--- src/hdl/scdp_pkg.sv ---
// Notes on behaviour
// - The sampling clock comes from the full-rate input or the high-frequency input, full-rate after reset.
// - The high-frequency input is first divided by four in a fixed predivider.
// - One register holds a divide ratio of one to eight that serves both clock sources.
// - Any ratio other than one turns the duty cycle stabilizer on whatever its enable says.
// - Two bits choose resync on every reference pulse or only on the first one after a write.
// - An accepted reference pulse puts the divider counter back to its initial state.
// - The active stabilizer keeps the rising edge and rebuilds the falling edge for 50% duty.
// - The stabilizer loop is not relied upon below 40 MHz nominal.
// - While the stabilizer is unlocked it is bypassed and the divided clock shows through with its own duty.
// - Power-down is entered by a register request or by the power-down pin driven high.
// - Driving the power-down pin low brings the device back to the mode set in the power register.
// - Power-down shuts off reference, reference buffer, bias and internal clock.
// - Software can also pick standby, which keeps the reference powered for a quicker wake.
package scdp_pkg;

  // register map
  localparam logic [7:0] SCDP_ADDR_DIV_RATIO = 8'h08;
  localparam logic [7:0] SCDP_ADDR_INPUT_SEL = 8'h09;
  localparam logic [7:0] SCDP_ADDR_DCS_CTRL  = 8'h0b;
  localparam logic [7:0] SCDP_ADDR_POWER     = 8'h0c;
  localparam logic [7:0] SCDP_ADDR_STATUS    = 8'h0d;
  localparam logic [7:0] SCDP_ADDR_RESYNC    = 8'h3a;

  // field layout
  localparam int SCDP_RATIO_W          = 3;
  localparam int SCDP_SEL_HF_BIT       = 0;
  localparam int SCDP_DCS_EN_BIT       = 0;
  localparam int SCDP_RESYNC_EN_BIT    = 1;
  localparam int SCDP_RESYNC_EVERY_BIT = 2;
  localparam int SCDP_PREDIV_W         = 2;
  localparam int SCDP_PERIOD_W         = 16;

  // reset values
  localparam logic [2:0] SCDP_RATIO_RST  = 3'h0;
  localparam logic       SCDP_SEL_RST    = 1'b0;
  localparam logic       SCDP_DCS_EN_RST = 1'b1;

  // timing
  localparam int SCDP_CLK_MHZ          = 100;
  localparam int SCDP_DCS_MIN_RATE_MHZ = 40;
  localparam int SCDP_RELOCK_MIN_NS    = 1500;
  localparam int SCDP_RELOCK_MAX_NS    = 5000;
  localparam int SCDP_RELOCK_MIN_CYC   = (SCDP_RELOCK_MIN_NS * SCDP_CLK_MHZ + 999) / 1000;
  localparam int SCDP_RELOCK_MAX_CYC   = (SCDP_RELOCK_MAX_NS * SCDP_CLK_MHZ) / 1000;
  localparam logic [2:0] SCDP_LOCK_PERIODS = 3'h4;

  typedef enum logic [1:0] {
    SCDP_PWR_NORMAL  = 2'b00,
    SCDP_PWR_DOWN    = 2'b01,
    SCDP_PWR_STANDBY = 2'b10
  } scdp_pwr_t;

endpackage

--- src/hdl/scdp_sync.sv ---
`timescale 1ns/1ps
// two-stage synchroniser, only the second stage leaves the module
module scdp_sync #(
  parameter int W = 1
) (
  input  wire logic         clk,
  input  wire logic         reset,
  input  wire logic [W-1:0] async_in,
  output logic      [W-1:0] sync_out
);

  logic [W-1:0] meta_reg;
  logic [W-1:0] meta_next;
  logic [W-1:0] sync_next;

  // plain shift, no logic between stages
  always_comb begin
    meta_next = async_in;
    sync_next = meta_reg;
  end

  always_ff @(posedge clk) begin
    if (reset) begin
      meta_reg <= '0;
      sync_out <= '0;
    end else begin
      meta_reg <= meta_next;
      sync_out <= sync_next;
    end
  end

endmodule

--- src/hdl/scdp_clock_ctrl.sv ---
`timescale 1ns/1ps
module scdp_clock_ctrl
  import scdp_pkg::*;
#(
  parameter int RATE_SCALE = 1000
) (
  input  wire logic       clk,
  input  wire logic       reset,
  input  wire logic       full_rate_clock_in,
  input  wire logic       high_freq_clock_input,
  input  wire logic       sysref_in,
  input  wire logic       power_down_request,
  input  wire logic [7:0] reg_addr,
  input  wire logic [7:0] reg_wdata,
  input  wire logic       reg_write,
  input  wire logic       reg_read,
  output logic      [7:0] reg_rdata,
  output logic            sample_clk,
  output logic            ref_enable,
  output logic            ref_buffer_enable,
  output logic            bias_enable,
  output logic            clock_enable
);

  // slowest period the stabilizer accepts, rounded down
  localparam logic [SCDP_PERIOD_W-1:0] MAX_PERIOD =
    SCDP_PERIOD_W'(SCDP_CLK_MHZ * RATE_SCALE / SCDP_DCS_MIN_RATE_MHZ);

  logic [3:0] pin_sync;
  logic       fr_sync, hf_sync, sr_sync, pd_sync;

  // every pin crosses two flops before use
  scdp_sync #(.W(4)) u_sync (
    .clk      (clk),
    .reset    (reset),
    .async_in ({power_down_request, sysref_in, high_freq_clock_input, full_rate_clock_in}),
    .sync_out (pin_sync)
  );
  assign {pd_sync, sr_sync, hf_sync, fr_sync} = pin_sync;

  // ---------------- registers ----------------
  logic [2:0] ratio_reg, ratio_next;
  logic       sel_hf_reg, sel_hf_next;
  logic       dcs_en_reg, dcs_en_next;
  scdp_pwr_t  pwr_reg, pwr_next;
  logic       rs_en_reg, rs_en_next;
  logic       rs_every_reg, rs_every_next;
  logic       armed_reg, armed_next;
  logic [7:0] rdata_next;
  logic       wr_resync;

  // ---------------- datapath state ----------------
  logic [SCDP_PREDIV_W-1:0] prediv_reg, prediv_next;
  logic [2:0]               div_cnt_reg, div_cnt_next;
  logic                     hf_prev_reg, sr_prev_reg, src_prev_reg;
  logic                     raw_div_reg, raw_div_next;
  logic [SCDP_PERIOD_W-1:0] period_reg, period_next;
  logic [SCDP_PERIOD_W-1:0] last_period_reg, last_period_next;
  logic [SCDP_PERIOD_W-1:0] hi_cnt_reg, hi_cnt_next;
  logic [2:0]               lock_cnt_reg, lock_cnt_next;
  logic                     sample_next;
  logic                     ref_en_next, clk_en_next;

  logic src_level, src_rise, hf_rise, sr_rise, accept;
  logic div_edge, dcs_active, locked, clk_on, pd_active, stby_active, dcs_level;

  // power mode; the pin wins over a register standby request
  always_comb begin
    pd_active   = pd_sync || (pwr_reg == SCDP_PWR_DOWN);
    stby_active = !pd_active && (pwr_reg == SCDP_PWR_STANDBY);
    clk_on      = !pd_active && !stby_active;
    ref_en_next = !pd_active;
    clk_en_next = clk_on;
  end

  // register writes and read-back
  always_comb begin
    ratio_next    = ratio_reg;
    sel_hf_next   = sel_hf_reg;
    dcs_en_next   = dcs_en_reg;
    pwr_next      = pwr_reg;
    rs_en_next    = rs_en_reg;
    rs_every_next = rs_every_reg;
    rdata_next    = reg_rdata;
    wr_resync     = reg_write && (reg_addr == SCDP_ADDR_RESYNC);
    if (reg_write) begin
      unique case (reg_addr)
        SCDP_ADDR_DIV_RATIO: ratio_next  = reg_wdata[SCDP_RATIO_W-1:0];
        SCDP_ADDR_INPUT_SEL: sel_hf_next = reg_wdata[SCDP_SEL_HF_BIT];
        SCDP_ADDR_DCS_CTRL:  dcs_en_next = reg_wdata[SCDP_DCS_EN_BIT];
        SCDP_ADDR_POWER: begin
          unique case (reg_wdata[1:0])
            SCDP_PWR_DOWN:    pwr_next = SCDP_PWR_DOWN;
            SCDP_PWR_STANDBY: pwr_next = SCDP_PWR_STANDBY;
            default:          pwr_next = SCDP_PWR_NORMAL;
          endcase
        end
        SCDP_ADDR_RESYNC: begin
          rs_en_next    = reg_wdata[SCDP_RESYNC_EN_BIT];
          rs_every_next = reg_wdata[SCDP_RESYNC_EVERY_BIT];
        end
        default: ;
      endcase
    end
    if (reg_read) begin
      unique case (reg_addr)
        SCDP_ADDR_DIV_RATIO: rdata_next = {5'h00, ratio_reg};
        SCDP_ADDR_INPUT_SEL: rdata_next = {7'h00, sel_hf_reg};
        SCDP_ADDR_DCS_CTRL:  rdata_next = {7'h00, dcs_en_reg};
        SCDP_ADDR_POWER:     rdata_next = {6'h00, pwr_reg};
        SCDP_ADDR_STATUS:    rdata_next = {4'h0, stby_active, pd_active, locked, dcs_active};
        SCDP_ADDR_RESYNC:    rdata_next = {5'h00, rs_every_reg, rs_en_reg, 1'b0};
        default:             rdata_next = 8'h00;
      endcase
    end
  end

  // source select, predivider, sysref acceptance
  always_comb begin
    hf_rise   = hf_sync && !hf_prev_reg;
    sr_rise   = sr_sync && !sr_prev_reg;
    accept    = sr_rise && rs_en_reg && (rs_every_reg || armed_reg);
    // a write in the same cycle re-arms: the set wins
    armed_next = wr_resync ? 1'b1 : (accept ? 1'b0 : armed_reg);
    if (accept) begin
      prediv_next = '0;
    end else if (hf_rise) begin
      prediv_next = prediv_reg + SCDP_PREDIV_W'(1);
    end else begin
      prediv_next = prediv_reg;
    end
    // msb of a 2-bit counter toggles every two edges: divide by four
    src_level = sel_hf_reg ? prediv_reg[SCDP_PREDIV_W-1] : fr_sync;
    src_rise  = src_level && !src_prev_reg;
  end

  // integer divider, counter wraps after ratio_reg+1 source periods
  always_comb begin
    if (accept || !clk_on) begin
      div_cnt_next = '0;
    end else if (src_rise) begin
      div_cnt_next = (div_cnt_reg == ratio_reg) ? 3'h0 : div_cnt_reg + 3'h1;
    end else begin
      div_cnt_next = div_cnt_reg;
    end
    raw_div_next = src_level && (div_cnt_next == 3'h0) && clk_on;
    div_edge     = raw_div_next && !raw_div_reg;
  end

  // duty cycle stabilizer: period measurement, lock and edge rebuild
  always_comb begin
    dcs_active       = dcs_en_reg || (ratio_reg != SCDP_RATIO_RST);
    locked           = (lock_cnt_reg == SCDP_LOCK_PERIODS);
    period_next      = period_reg;
    last_period_next = last_period_reg;
    lock_cnt_next    = lock_cnt_reg;
    hi_cnt_next      = (hi_cnt_reg != '0) ? hi_cnt_reg - SCDP_PERIOD_W'(1) : hi_cnt_reg;
    if (div_edge) begin
      period_next      = SCDP_PERIOD_W'(1);
      last_period_next = period_reg;
      // a changed period drops lock until it settles again
      if (period_reg == last_period_reg && period_reg <= MAX_PERIOD) begin
        if (!locked) begin
          lock_cnt_next = lock_cnt_reg + 3'h1;
        end
      end else begin
        lock_cnt_next = 3'h0;
      end
      // high for half the last period, rising edge kept as is
      hi_cnt_next = (period_reg > SCDP_PERIOD_W'(1)) ?
                    (period_reg >> 1) : SCDP_PERIOD_W'(1);
    end else if (period_reg != '1) begin
      period_next = period_reg + SCDP_PERIOD_W'(1);
    end
    if (period_reg > MAX_PERIOD) begin
      lock_cnt_next = 3'h0;
    end
    dcs_level = (hi_cnt_next != '0);
    // unlocked or off: pass the divided clock with its own duty
    sample_next = clk_on && ((dcs_active && locked) ? dcs_level : raw_div_next);
  end

  always_ff @(posedge clk) begin
    if (reset) begin
      ratio_reg         <= SCDP_RATIO_RST;
      sel_hf_reg        <= SCDP_SEL_RST;
      dcs_en_reg        <= SCDP_DCS_EN_RST;
      pwr_reg           <= SCDP_PWR_NORMAL;
      rs_en_reg         <= 1'b0;
      rs_every_reg      <= 1'b0;
      armed_reg         <= 1'b0;
      reg_rdata         <= 8'h00;
      prediv_reg        <= '0;
      div_cnt_reg       <= 3'h0;
      hf_prev_reg       <= 1'b0;
      sr_prev_reg       <= 1'b0;
      src_prev_reg      <= 1'b0;
      raw_div_reg       <= 1'b0;
      period_reg        <= '0;
      last_period_reg   <= '0;
      hi_cnt_reg        <= '0;
      lock_cnt_reg      <= 3'h0;
      sample_clk        <= 1'b0;
      ref_enable        <= 1'b0;
      ref_buffer_enable <= 1'b0;
      bias_enable       <= 1'b0;
      clock_enable      <= 1'b0;
    end else begin
      ratio_reg         <= ratio_next;
      sel_hf_reg        <= sel_hf_next;
      dcs_en_reg        <= dcs_en_next;
      pwr_reg           <= pwr_next;
      rs_en_reg         <= rs_en_next;
      rs_every_reg      <= rs_every_next;
      armed_reg         <= armed_next;
      reg_rdata         <= rdata_next;
      prediv_reg        <= prediv_next;
      div_cnt_reg       <= div_cnt_next;
      hf_prev_reg       <= hf_sync;
      sr_prev_reg       <= sr_sync;
      src_prev_reg      <= src_level;
      raw_div_reg       <= raw_div_next;
      period_reg        <= period_next;
      last_period_reg   <= last_period_next;
      hi_cnt_reg        <= hi_cnt_next;
      lock_cnt_reg      <= lock_cnt_next;
      sample_clk        <= sample_next;
      ref_enable        <= ref_en_next;
      ref_buffer_enable <= clk_en_next;
      bias_enable       <= clk_en_next;
      clock_enable      <= clk_en_next;
    end
  end
endmodule

--- config.mk ---
export PLATFORM = sky130hd
export DESIGN_NAME = scdp_clock_ctrl
export DESIGN_NICKNAME = d
export VERILOG_FILES = /design/src/hdl/scdp_pkg.sv /design/src/hdl/scdp_sync.sv /design/src/hdl/scdp_clock_ctrl.sv
export SDC_FILE = /design/constraint.sdc
export NUM_CORES = 1
export LEC_CHECK = 0
export ABC_AREA = 1
export BUFFER_PORTS_ARGS = -buffer_cell sky130_fd_sc_hd__buf_4
export CAP_MARGIN = 20
export CORE_MARGIN = 1.5
export CORE_UTILIZATION = 50
export DETAILED_ROUTE_END_ITERATION = 10
export GPL_ROUTABILITY_DRIVEN = 0
export MAX_ROUTING_LAYER = met4
export PLACE_DENSITY_LB_ADDON = 0.3
export SETUP_SLACK_MARGIN = 0.3
export SYNTH_ARGS = -nofsm -noshare
export SYNTH_HDL_FRONTEND = slang
export SYNTH_SLANG_ARGS = --single-unit
--- constraint.sdc ---
create_clock -name clk -period 1.9 [get_ports clk]
set_clock_uncertainty 0.1 [all_clocks]
set_input_delay 0 -clock clk [delete_from_list [all_inputs] [get_ports clk]]
set_output_delay 0 -clock clk [all_outputs]
set_load 0.05 [all_outputs]
Yosys cells after proc, flatten, opt, wreduce, memory -nomap -nowiden
Cells that the tools add are included.
- add/subtract/negate cells: 5
- multiplexer cells: 16
- reductions and logical operators: 40
- magnitude comparators: 3
- equality and inequality tests: 15
- operator list (cell ; count):
    8-bit by 4-bit equality test with 1-bit output, second input constant ; 5
    16-bit two-way mux ; 2
    16-bit nonzero test ; 2
    4-bit one-hot mux with 6 select lines ; 1
    16-bit by 1-bit adder with 16-bit output, second input constant ; 1
    16-bit equality test ; 1
    16-bit by 1-bit > comparator with 1-bit output, second input constant ; 1
    16-bit by 12-bit > comparator with 1-bit output, second input constant ; 1
    16-bit by 12-bit less-or-equal comparator with 1-bit output, second input constant ; 1
    16-bit inequality test, second input constant ; 1
    16-bit by 1-bit subtractor with 16-bit output, second input constant ; 1
    15-bit two-way mux ; 1
    3-bit two-way mux ; 5
    1-bit logical AND ; 14
    2-bit AND reduction ; 6
    8-bit by 6-bit equality test with 1-bit output, second input constant ; 1
    1-bit logical NOT ; 7
    3-bit by 1-bit adder with 3-bit output, second input constant ; 2
    1-bit two-way mux ; 6
    2-bit OR reduction ; 3
    2-bit by 1-bit equality test with 1-bit output, second input constant ; 2
    2-bit equality test, second input constant ; 2
    1-bit logical OR ; 4
    2-bit one-hot mux with 2 select lines ; 1
    other kinds (7) ; 8
- input bits: 24
- word-level logic and storage cells: 103
- register bits: 89

Depth between registers and ports, before layout
Gate-level depths: netlist of the first run.
- word-level depth: 17
- depth in mapped cells: 17
- depth with buffers taken out: 17

Hierarchy
A second synthesis of the first run with hierarchy kept.
- cell total of the unflattened synthesis: 671
- area total of the unflattened synthesis: 4525.6 um^2
- modules (own cells, without submodules) (module ; sequential area each (um^2) ; instances ; cells each ; area each (um^2)):
    scdp_clock_ctrl ; 1541.5 ; 1 ; 646 ; 4294.1
    scdp_sync ; 160.2 ; 1 ; 25 ; 231.5

Worst setup path before layout of the first run
Ideal clock, no wire load.
- kind: reg-to-reg
- start point: register div_cnt_reg[0]
- end point: register sample_clk
- setup time: 0.117 ns
- buffers on the path: 1
- cell stages (with the launch flop): 14
- path slack: 0.015 ns
- clock period less this slack: 1.885 ns
- arrival: 1.668 ns
- cells stage by stage: dfxtp_1 -> ha_1 -> nand3b_1 -> nand3_1 -> nor2_1 -> nor2_2 -> nand3_4 -> buf_6 -> a21boi_1 -> nand2_1 -> nor2_1 -> nand2_1 -> nor2_1 -> nor2_1
- longest elaborated chain between the ends: 12
- RTL lines (what ; RTL line ; text):
    start, declared ; scdp_clock_ctrl.sv:54 ; logic [2:0] div_cnt_reg, div_cnt_next;
    start signal, assigned ; scdp_clock_ctrl.sv:218 ; div_cnt_reg <= div_cnt_next;
    3-bit by 1-bit adder with 3-bit output or 3-bit equality test (tied branches) ; scdp_clock_ctrl.sv:142 ; div_cnt_next = (div_cnt_reg == ratio_reg) ? 3'h0 : div_cnt_reg + 3'h1;
    3-bit two-way mux ; scdp_clock_ctrl.sv:142 ;
    3-bit two-way mux (*) ; scdp_clock_ctrl.sv:141 ; end else if (src_rise) begin
    3-bit two-way mux (*) ; scdp_clock_ctrl.sv:139 ; if (accept || !clk_on) begin
    3-bit logical NOT (*) ; scdp_clock_ctrl.sv:146 ; raw_div_next = src_level && (div_cnt_next == 3'h0) && clk_on;
    1-bit logical AND (*) (2 in a row) ; scdp_clock_ctrl.sv:146 ;
    1-bit logical AND ; scdp_clock_ctrl.sv:147 ; div_edge = raw_div_next && !raw_div_reg;
    16-bit two-way mux ; scdp_clock_ctrl.sv:158 ; if (div_edge) begin
    16-bit nonzero test ; scdp_clock_ctrl.sv:178 ; dcs_level = (hi_cnt_next != '0);
    1-bit two-way mux (*) ; scdp_clock_ctrl.sv:180 ; sample_next = clk_on && ((dcs_active && locked) ? dcs_level : raw_div_next);
    1-bit logical AND (*) ; scdp_clock_ctrl.sv:180 ;
    end signal, assigned ; scdp_clock_ctrl.sv:227 ; sample_clk <= sample_next;
    end, declared ; scdp_clock_ctrl.sv:18 ; output logic sample_clk,
Mark *: on every way between the ends. The rest lies on a longest branch, timed or not.
A chain may end at the register's enable or synchronous reset.

Worst setup path after layout of the first run
- start point: register sel_hf_reg
- end point: register sample_clk
- longest elaborated chain between the ends: 12
- RTL lines (what ; RTL line ; text):
    start, declared ; scdp_clock_ctrl.sv:43 ; logic sel_hf_reg, sel_hf_next;
    start signal, assigned ; scdp_clock_ctrl.sv:210 ; sel_hf_reg <= sel_hf_next;
    1-bit two-way mux (*) ; scdp_clock_ctrl.sv:133 ; src_level = sel_hf_reg ? prediv_reg[SCDP_PREDIV_W-1] : fr_sync;
    1-bit logical AND ; scdp_clock_ctrl.sv:134 ; src_rise = src_level && !src_prev_reg;
    3-bit two-way mux ; scdp_clock_ctrl.sv:141 ;
    3-bit two-way mux ; scdp_clock_ctrl.sv:139 ;
    3-bit logical NOT ; scdp_clock_ctrl.sv:146 ;
    1-bit logical AND (*) (2 in a row) ; scdp_clock_ctrl.sv:146 ;
    1-bit logical AND ; scdp_clock_ctrl.sv:147 ;
    16-bit two-way mux ; scdp_clock_ctrl.sv:158 ;
    16-bit nonzero test ; scdp_clock_ctrl.sv:178 ;
    1-bit two-way mux (*) ; scdp_clock_ctrl.sv:180 ;
    1-bit logical AND (*) ; scdp_clock_ctrl.sv:180 ;
Marks and branches as above.

==> results of run 1 <==
==> stage by stage <==
step	cell area (sq um)	utilization	std cells	total power [uW]	hold WS, ns
floorplan	4612	-	667	3937	0.006967
detailed placement	5517	0.6295	875	5332	0.1121
finish	6998	0.7985	942	8039	0.02234
CTS	6362	0.7260	925	7139	0.007262
global placement	5517	0.6295	875	5259	0.09954
global route	6998	0.7985	942	8394	0.05114
==> Yosys cell counts, drive strengths merged, types with 2 or more instances <==
master,instances
nand2,161
nor2,101
dfxtp,85
inv,84
a21oi,46
nand3,39
o21ai,27
nor3,23
xor2,19
buf,14
xnor2,14
nand4,10
clkbuf,9
ha,9
nor4,4
o211ai,3
a31oi,2
nand3b,2
nor3b,2
o2111ai,2
==> power groups by stage <==
stage               combinational, uW  sequential, uW  clock, uW
detailed placement               3170            2160          0
global route                     4700            2160       1530
finish                           4410            2150       1480
global placement                 3110            2150          0
floorplan                        1770            2170          0
CTS                              3550            2130       1460
==> logic make-up after synthesis <==
kind of cell	count (synthesis)	synth area share
flops	85	0.3737
simple gates	343	0.3344
other cells	1	0.0008236
buf+inv	107	0.1003
xor+xnor	33	0.06348
compound gates	86	0.1025
fa+ha+maj	9	0.02473
==> timing repair <==
action	in CTS	in global routing
pin swaps	28	43
gates cloned	3	1
hold endpoints to repair	18	0
resized for setup	103	143
setup endpoints to repair	52	58
setup buffers	17	16
hold buffers	14	0
==> worst max-delay path, cell delays in order (launching register included) <==
cell	delay, ns
dfxtp_4	0.37
inv_4	0.08
nand2_4	0.05
nand2_4	0.09
nand3_2	0.08
nand2_1	0.10
nand2_2	0.13
a21o_4	0.28
nand3_4	0.15
buf_6	0.12
buf_6	0.08
nand2_1	0.05
nand2_1	0.11
nand2_1	0.07
nor2_1	0.13
nand2_1	0.09
nor2_1	0.13
nor2_1	0.06
==> final timing paths <==
check	start	endpoint	slack (ns)	depth (start not counted)
worst min-delay path	reg_addr[2]	rs_en_reg	0.02	6
worst max register to register	sel_hf_reg	sample_clk	-0.48	17
worst min register to register	u_sync.meta_reg[0]	u_sync.sync_out[0]	0.31	2
worst max-delay path	sel_hf_reg	sample_clk	-0.48	17
==> final cells by class <==
| type | instances | area, sq um |
|---|---|---|
| clock buffer | 11 | 141.4 |
| clock inverter | 5 | 83.83 |
| sequential | 85 | 1745 |
| inverter | 84 | 329.1 |
| fill | 496 | 1765 |
| tap | 108 | 135.1 |
| multi-input combinational | 479 | 3143 |
| timing repair buffer | 170 | 1420 |
==> layer usage <==
metal | GRT usage | vias up
met5 | - | -
met1 | 0.3375 | 2535
met3 | 0.04468 | 111
met4 | 0.09642 | 0
met2 | 0.5121 | 345
li1 | - | 2443
==> impl_results.md, run 1 <==
- FF+latch count, synth: 85
- Most frequent cells in the layout: buf_4, nand2_1, nor2_1
- Part of the power in registers: 0.267
- Number of port buffers: 27
- Fin crit period: 2.385 ns
- Sw frac: 0.4037
- Mapped Avg Cell Area: 6.857 sq um
- CP arrival: 2.55 ns
- CP Class: reg -> reg
- Deepest clock path buffer count: 2
- Fraction of layout cells with a size suffix above 1: 0.4353
- Logic gate share of total power: 0.549
- Antenna viol nets, final: 0
- First-pass GRT wire length: 22.45 mm
- Total global routing overflow: 0
- Die Width: approximately 100 microns
- WL met3: 1.301 mm
- Area Overhead vs Synth: 53.70%
- P_int: 4794 uW
- Ys Warns: 0
- Leakage: 0.003075 uW
- Dpl hpwl: 8.810 mm
- Initial Util: 0.5196
- Final WL: 17.02 mm
- Measured slew at the worst slew-check pin: between 0.7 and 0.8 ns
- Share of the synthesized area in the top cell type: 0.3737
- Routed wire length on met2: 8.351 mm
- DIE HEIGHT: 98.43 microns
- Post-Syn Area: 4553 sq um
- Ys async rst share: 0
- Area leader, netlist: dfxtp_1
- Hold Vio Cnt, Final: 0
- RSZ-0062 raised after global routing: true
- DR top layer: met4
- Failing checks: setup timing
- DRT iter0 DRCs: about 430
- Via count of the first global-routing pass: 4968
- DR vias/cell: just under 6
- Critical path required time: a little over 2 ns
- NumNets Final: 862
- Commonest non-fill, non-tap cell in the layout: buf_4
- Post-synth EDFFs: 0
- Fin crit share: 1.255
- Max Slew Vio Count: 0
- Total negative slack: -9.410 ns
- Worst setup margin: -0.4846 ns
- Post-synth top flop: dfxtp_1
- Pre-CTS setup slack: -0.2297 ns
- I/O Pins: 37
- Clock power frac: 0.184
- Core area: 8763 sq um
- H-tree Lvls: 3
- FMAX: roughly 420 MHz
- CP startpoint kind: flop
- Tot GR Track Use: 0.2905
- Status: complete, but fails checks
- Total iterations of the first detailed-routing run: 6
- Site Rows: 34
- Clk sinks: 85
- DRC viols: 0
- Worst-path clk slew: ~0.09 ns
- VDD IR-drop max: ~0.60 mV
- Skew-Pair Late Insertion Delay: 0.37 ns
- NetSw: 3245 uW
- PD cells: 1149 nW/um^2
- DIE AREA: 9687 sq um
- Worst min path class: in -> reg
- Crit Path Max Fanout: 7
- Maximum number of pins on one net before global-route repair: 46
- Synth Instances: around 660
- CTS Buf Count: 9
- Diodes inserted: 0
- Maxcap violations: 0
- Top area cells in the synthesized netlist: dfxtp_1, nand2_1, nor2_1
- CTS Root Buffer Type: clkbuf_8
- TritonCTS clock tree: built
- Slew HR: 0.5280
- Via count: 5434
- Setup-failing EPs final: roughly 50
- Sequential fraction of the synthesis area: 0.3737
- Initial antenna violation count: 0
- Metal-1 WL: approximately 6.3 mm
- Mean routed wirelength per cell: approximately 18 microns
- Cell variety after synth: 39
- CP endpoint kind: flop
Power figures use the tool's default switching activity.
==> run 2: changes to the inputs <==
--- a/config.mk
+++ b/config.mk
@@ -13,7 +13,7 @@
 export DETAILED_ROUTE_END_ITERATION = 10
 export GPL_ROUTABILITY_DRIVEN = 0
 export MAX_ROUTING_LAYER = met4
-export PLACE_DENSITY_LB_ADDON = 0.3
+export PLACE_DENSITY = 0.77
 export SETUP_SLACK_MARGIN = 0.3
 export SYNTH_ARGS = -nofsm -noshare
 export SYNTH_HDL_FRONTEND = slang
==> impl_results.md, run 2 (synthesized netlist as in run 1, its figures left out) <==
- Status: complete, but fails checks
- Failing checks: setup timing
- Maxcap violations: 0 (unchanged)
- VDD IR-drop max: 0.7551 mV (+25%)
- Final core utilization: 0.8237 (+0.02513)
- Number of port buffers: 27 (unchanged)
- Fraction of layout cells with a size suffix above 1: 0.4671 (+0.03189)
- Via count of the first global-routing pass: 4951 (-0.34%)
- Deepest clock path buffer count: 2 (unchanged)
- Worst reg2reg setup slack: -0.38 ns (+0.10 ns)
- Leakage: 0.003053 uW (-0.72%)
- Total iterations of the first detailed-routing run: 6 (unchanged)
- I/O Pins: 37 (unchanged)
- NumNets Final: 865 (+0.35%)
- Most frequent cells in the layout: buf_4, nand2_1, nor2_1
- Area Overhead vs Synth: 58.53%
- CP startpoint kind: flop
- CP Class: reg -> reg
- Worst hold stages: 6 (unchanged)
- DR vias/cell: 5.931 (+2.8%)
- Skew-Pair Late Insertion Delay: 0.37 ns (about the same)
- Commonest non-fill, non-tap cell in the layout: buf_4
- Final hold slack: 0.07318 ns (+0.05084 ns)
- Site Rows: 34 (unchanged)
- Initial antenna violation count: 0 (unchanged)
- Setup-failing EPs final: 51 (unchanged)
- Fin crit share: 1.201 (-0.05367)
- CP endpoint kind: flop
- Mean routed wirelength per cell: 19.88 microns (+10%)
- Die Width: 98.43 microns (unchanged)
- R2R depth: 16 (-1)
- FF-to-FF End: sample_clk
- Crit Path Max Fanout: 8 (+1)
- TritonCTS clock tree: built
- Fin crit period: 2.283 ns (-0.1020 ns)
- Slew HR: 0.5375 (+0.009490)
- Measured slew at the worst slew-check pin: 0.6931 ns (-0.01422 ns)
- DRT iter0 DRCs: 529 (+22%)
- Hold Vio Cnt, Final: 0 (unchanged)
- Worst min path class: in -> reg
- H-tree Lvls: 3 (unchanged)
- DRC viols: 0 (unchanged)
- Antenna viol nets, final: 0 (unchanged)
- RSZ-0062 raised after global routing: true
- Hold path endpoint: reg_rdata[3]
- Total power: 8686 uW (+8.0%)
- First-pass GRT wire length: 22.07 mm (-1.7%)
- Diodes inserted: 0 (unchanged)
- Hold Startpoint: reg_addr[6]
- Worst setup margin: -0.3826 ns (+0.1020 ns)
- CTS Root Buffer Type: clkbuf_8
- Final WL: 18.79 mm (+10%)
- Tot GR Track Use: 0.2863 (-0.004261)
- Maximum number of pins on one net before global-route repair: 46 (unchanged)
- Origin of the critical flop-to-flop path: sel_hf_reg
- Initial Util: 0.5196 (unchanged)
- Core area: 8763 sq um (unchanged)
- Dpl hpwl: 8.507 mm (-3.4%)
- FMAX: 438.1 MHz (+4.5%)
- DIE AREA: 9687 sq um (unchanged)
- Via count: 5605 (+3.1%)
- Clk sinks: 85 (unchanged)
- CTS Buf Count: 9 (unchanged)
- DIE HEIGHT: 98.43 microns (unchanged)
- PD cells: 1203 nW/um^2 (+4.8%)
- Worst-path clk slew: 0.09 ns (about the same)
- CP arrival: 2.45 ns (-0.10 ns)
- Critical path required time: 2.07 ns (about the same)
- Total global routing overflow: 0 (unchanged)
- Max Slew Vio Count: 0 (unchanged)
## run 2: worst max path at each step
stage	startpoint	to	slack, ns
finish	sel_hf_reg	sample_clk	-0.38
floorplan	div_cnt_reg[1]	sample_clk	0.06
detailed placement	sel_hf_reg	sample_clk	-0.26
global placement	sel_hf_reg	sample_clk	-0.16
CTS	div_cnt_reg[0]	sample_clk	-0.13
global route	hi_cnt_reg[6]	sample_clk	-0.45
## run 2: layout make-up
cell class,instances,area [sq um]
clock buffer,11,141.4
clock inverter,5,58.81
fill,453,1545
inverter,84,337.8
multi-input combinational,478,3272
sequential,85,1753
tap,108,135.1
timing repair buffer,174,1520
## run 2: repair_timing
| item | in CTS | in global routing |
|---|---|---|
| endpoints found under the hold margin | 18 | 0 |
| endpoints found under the setup margin | 52 | 58 |
| pin swaps | 37 | 53 |
| setup buffers | 23 | 11 |
| resized for setup | 91 | 200 |
| hold buffers | 17 | 0 |
| cloned | 2 | 3 |
## run 2: power by group
part	switching, uW	internal, uW	total [uW]
logic	2810	2390	5190
registers	156	1980	2140
clock network	710	647	1360
## run 2: critical path: stages, from the launching register on
cell and delay, ns:
dfxtp_4 0.38, inv_4 0.08, nand2_2 0.08, nand2_4 0.10, nand3_2 0.10, nand2_2 0.12, nand2_4 0.08, a21o_4 0.25
nand3_4 0.14, buf_12 0.17, nand2_4 0.06, nand2_4 0.06, nand2_1 0.06, nor2_1 0.13, nand2_1 0.08, nor2_1 0.13
nor2_1 0.06
## run 2: through the flow
| step | setup WS [ns] | setup TNS [ns] | cells | area (sq um) |
|---|---|---|---|---|
| floorplan | 0.05637 | 0 | 667 | 4612 |
| global placement | -0.1563 | -0.8052 | 873 | 5527 |
| detailed placement | -0.2556 | -4.785 | 873 | 5527 |
| CTS | -0.1259 | -0.7885 | 931 | 6331 |
| global route | -0.4478 | -12.65 | 945 | 7218 |
| finish | -0.3826 | -10.40 | 945 | 7218 |
## run 2: routing by layer
| layer | track usage | vias to the layer above | wire (microns) |
|---|---|---|---|
| met2 | 0.4842 | 427 | 9043 |
| met4 | 0.08451 | 0 | 1398 |
| met5 | - | - | 0 |
| met1 | 0.3479 | 2561 | 6507 |
| met3 | 0.05390 | 161 | 1836 |
| li1 | - | 2456 | - |
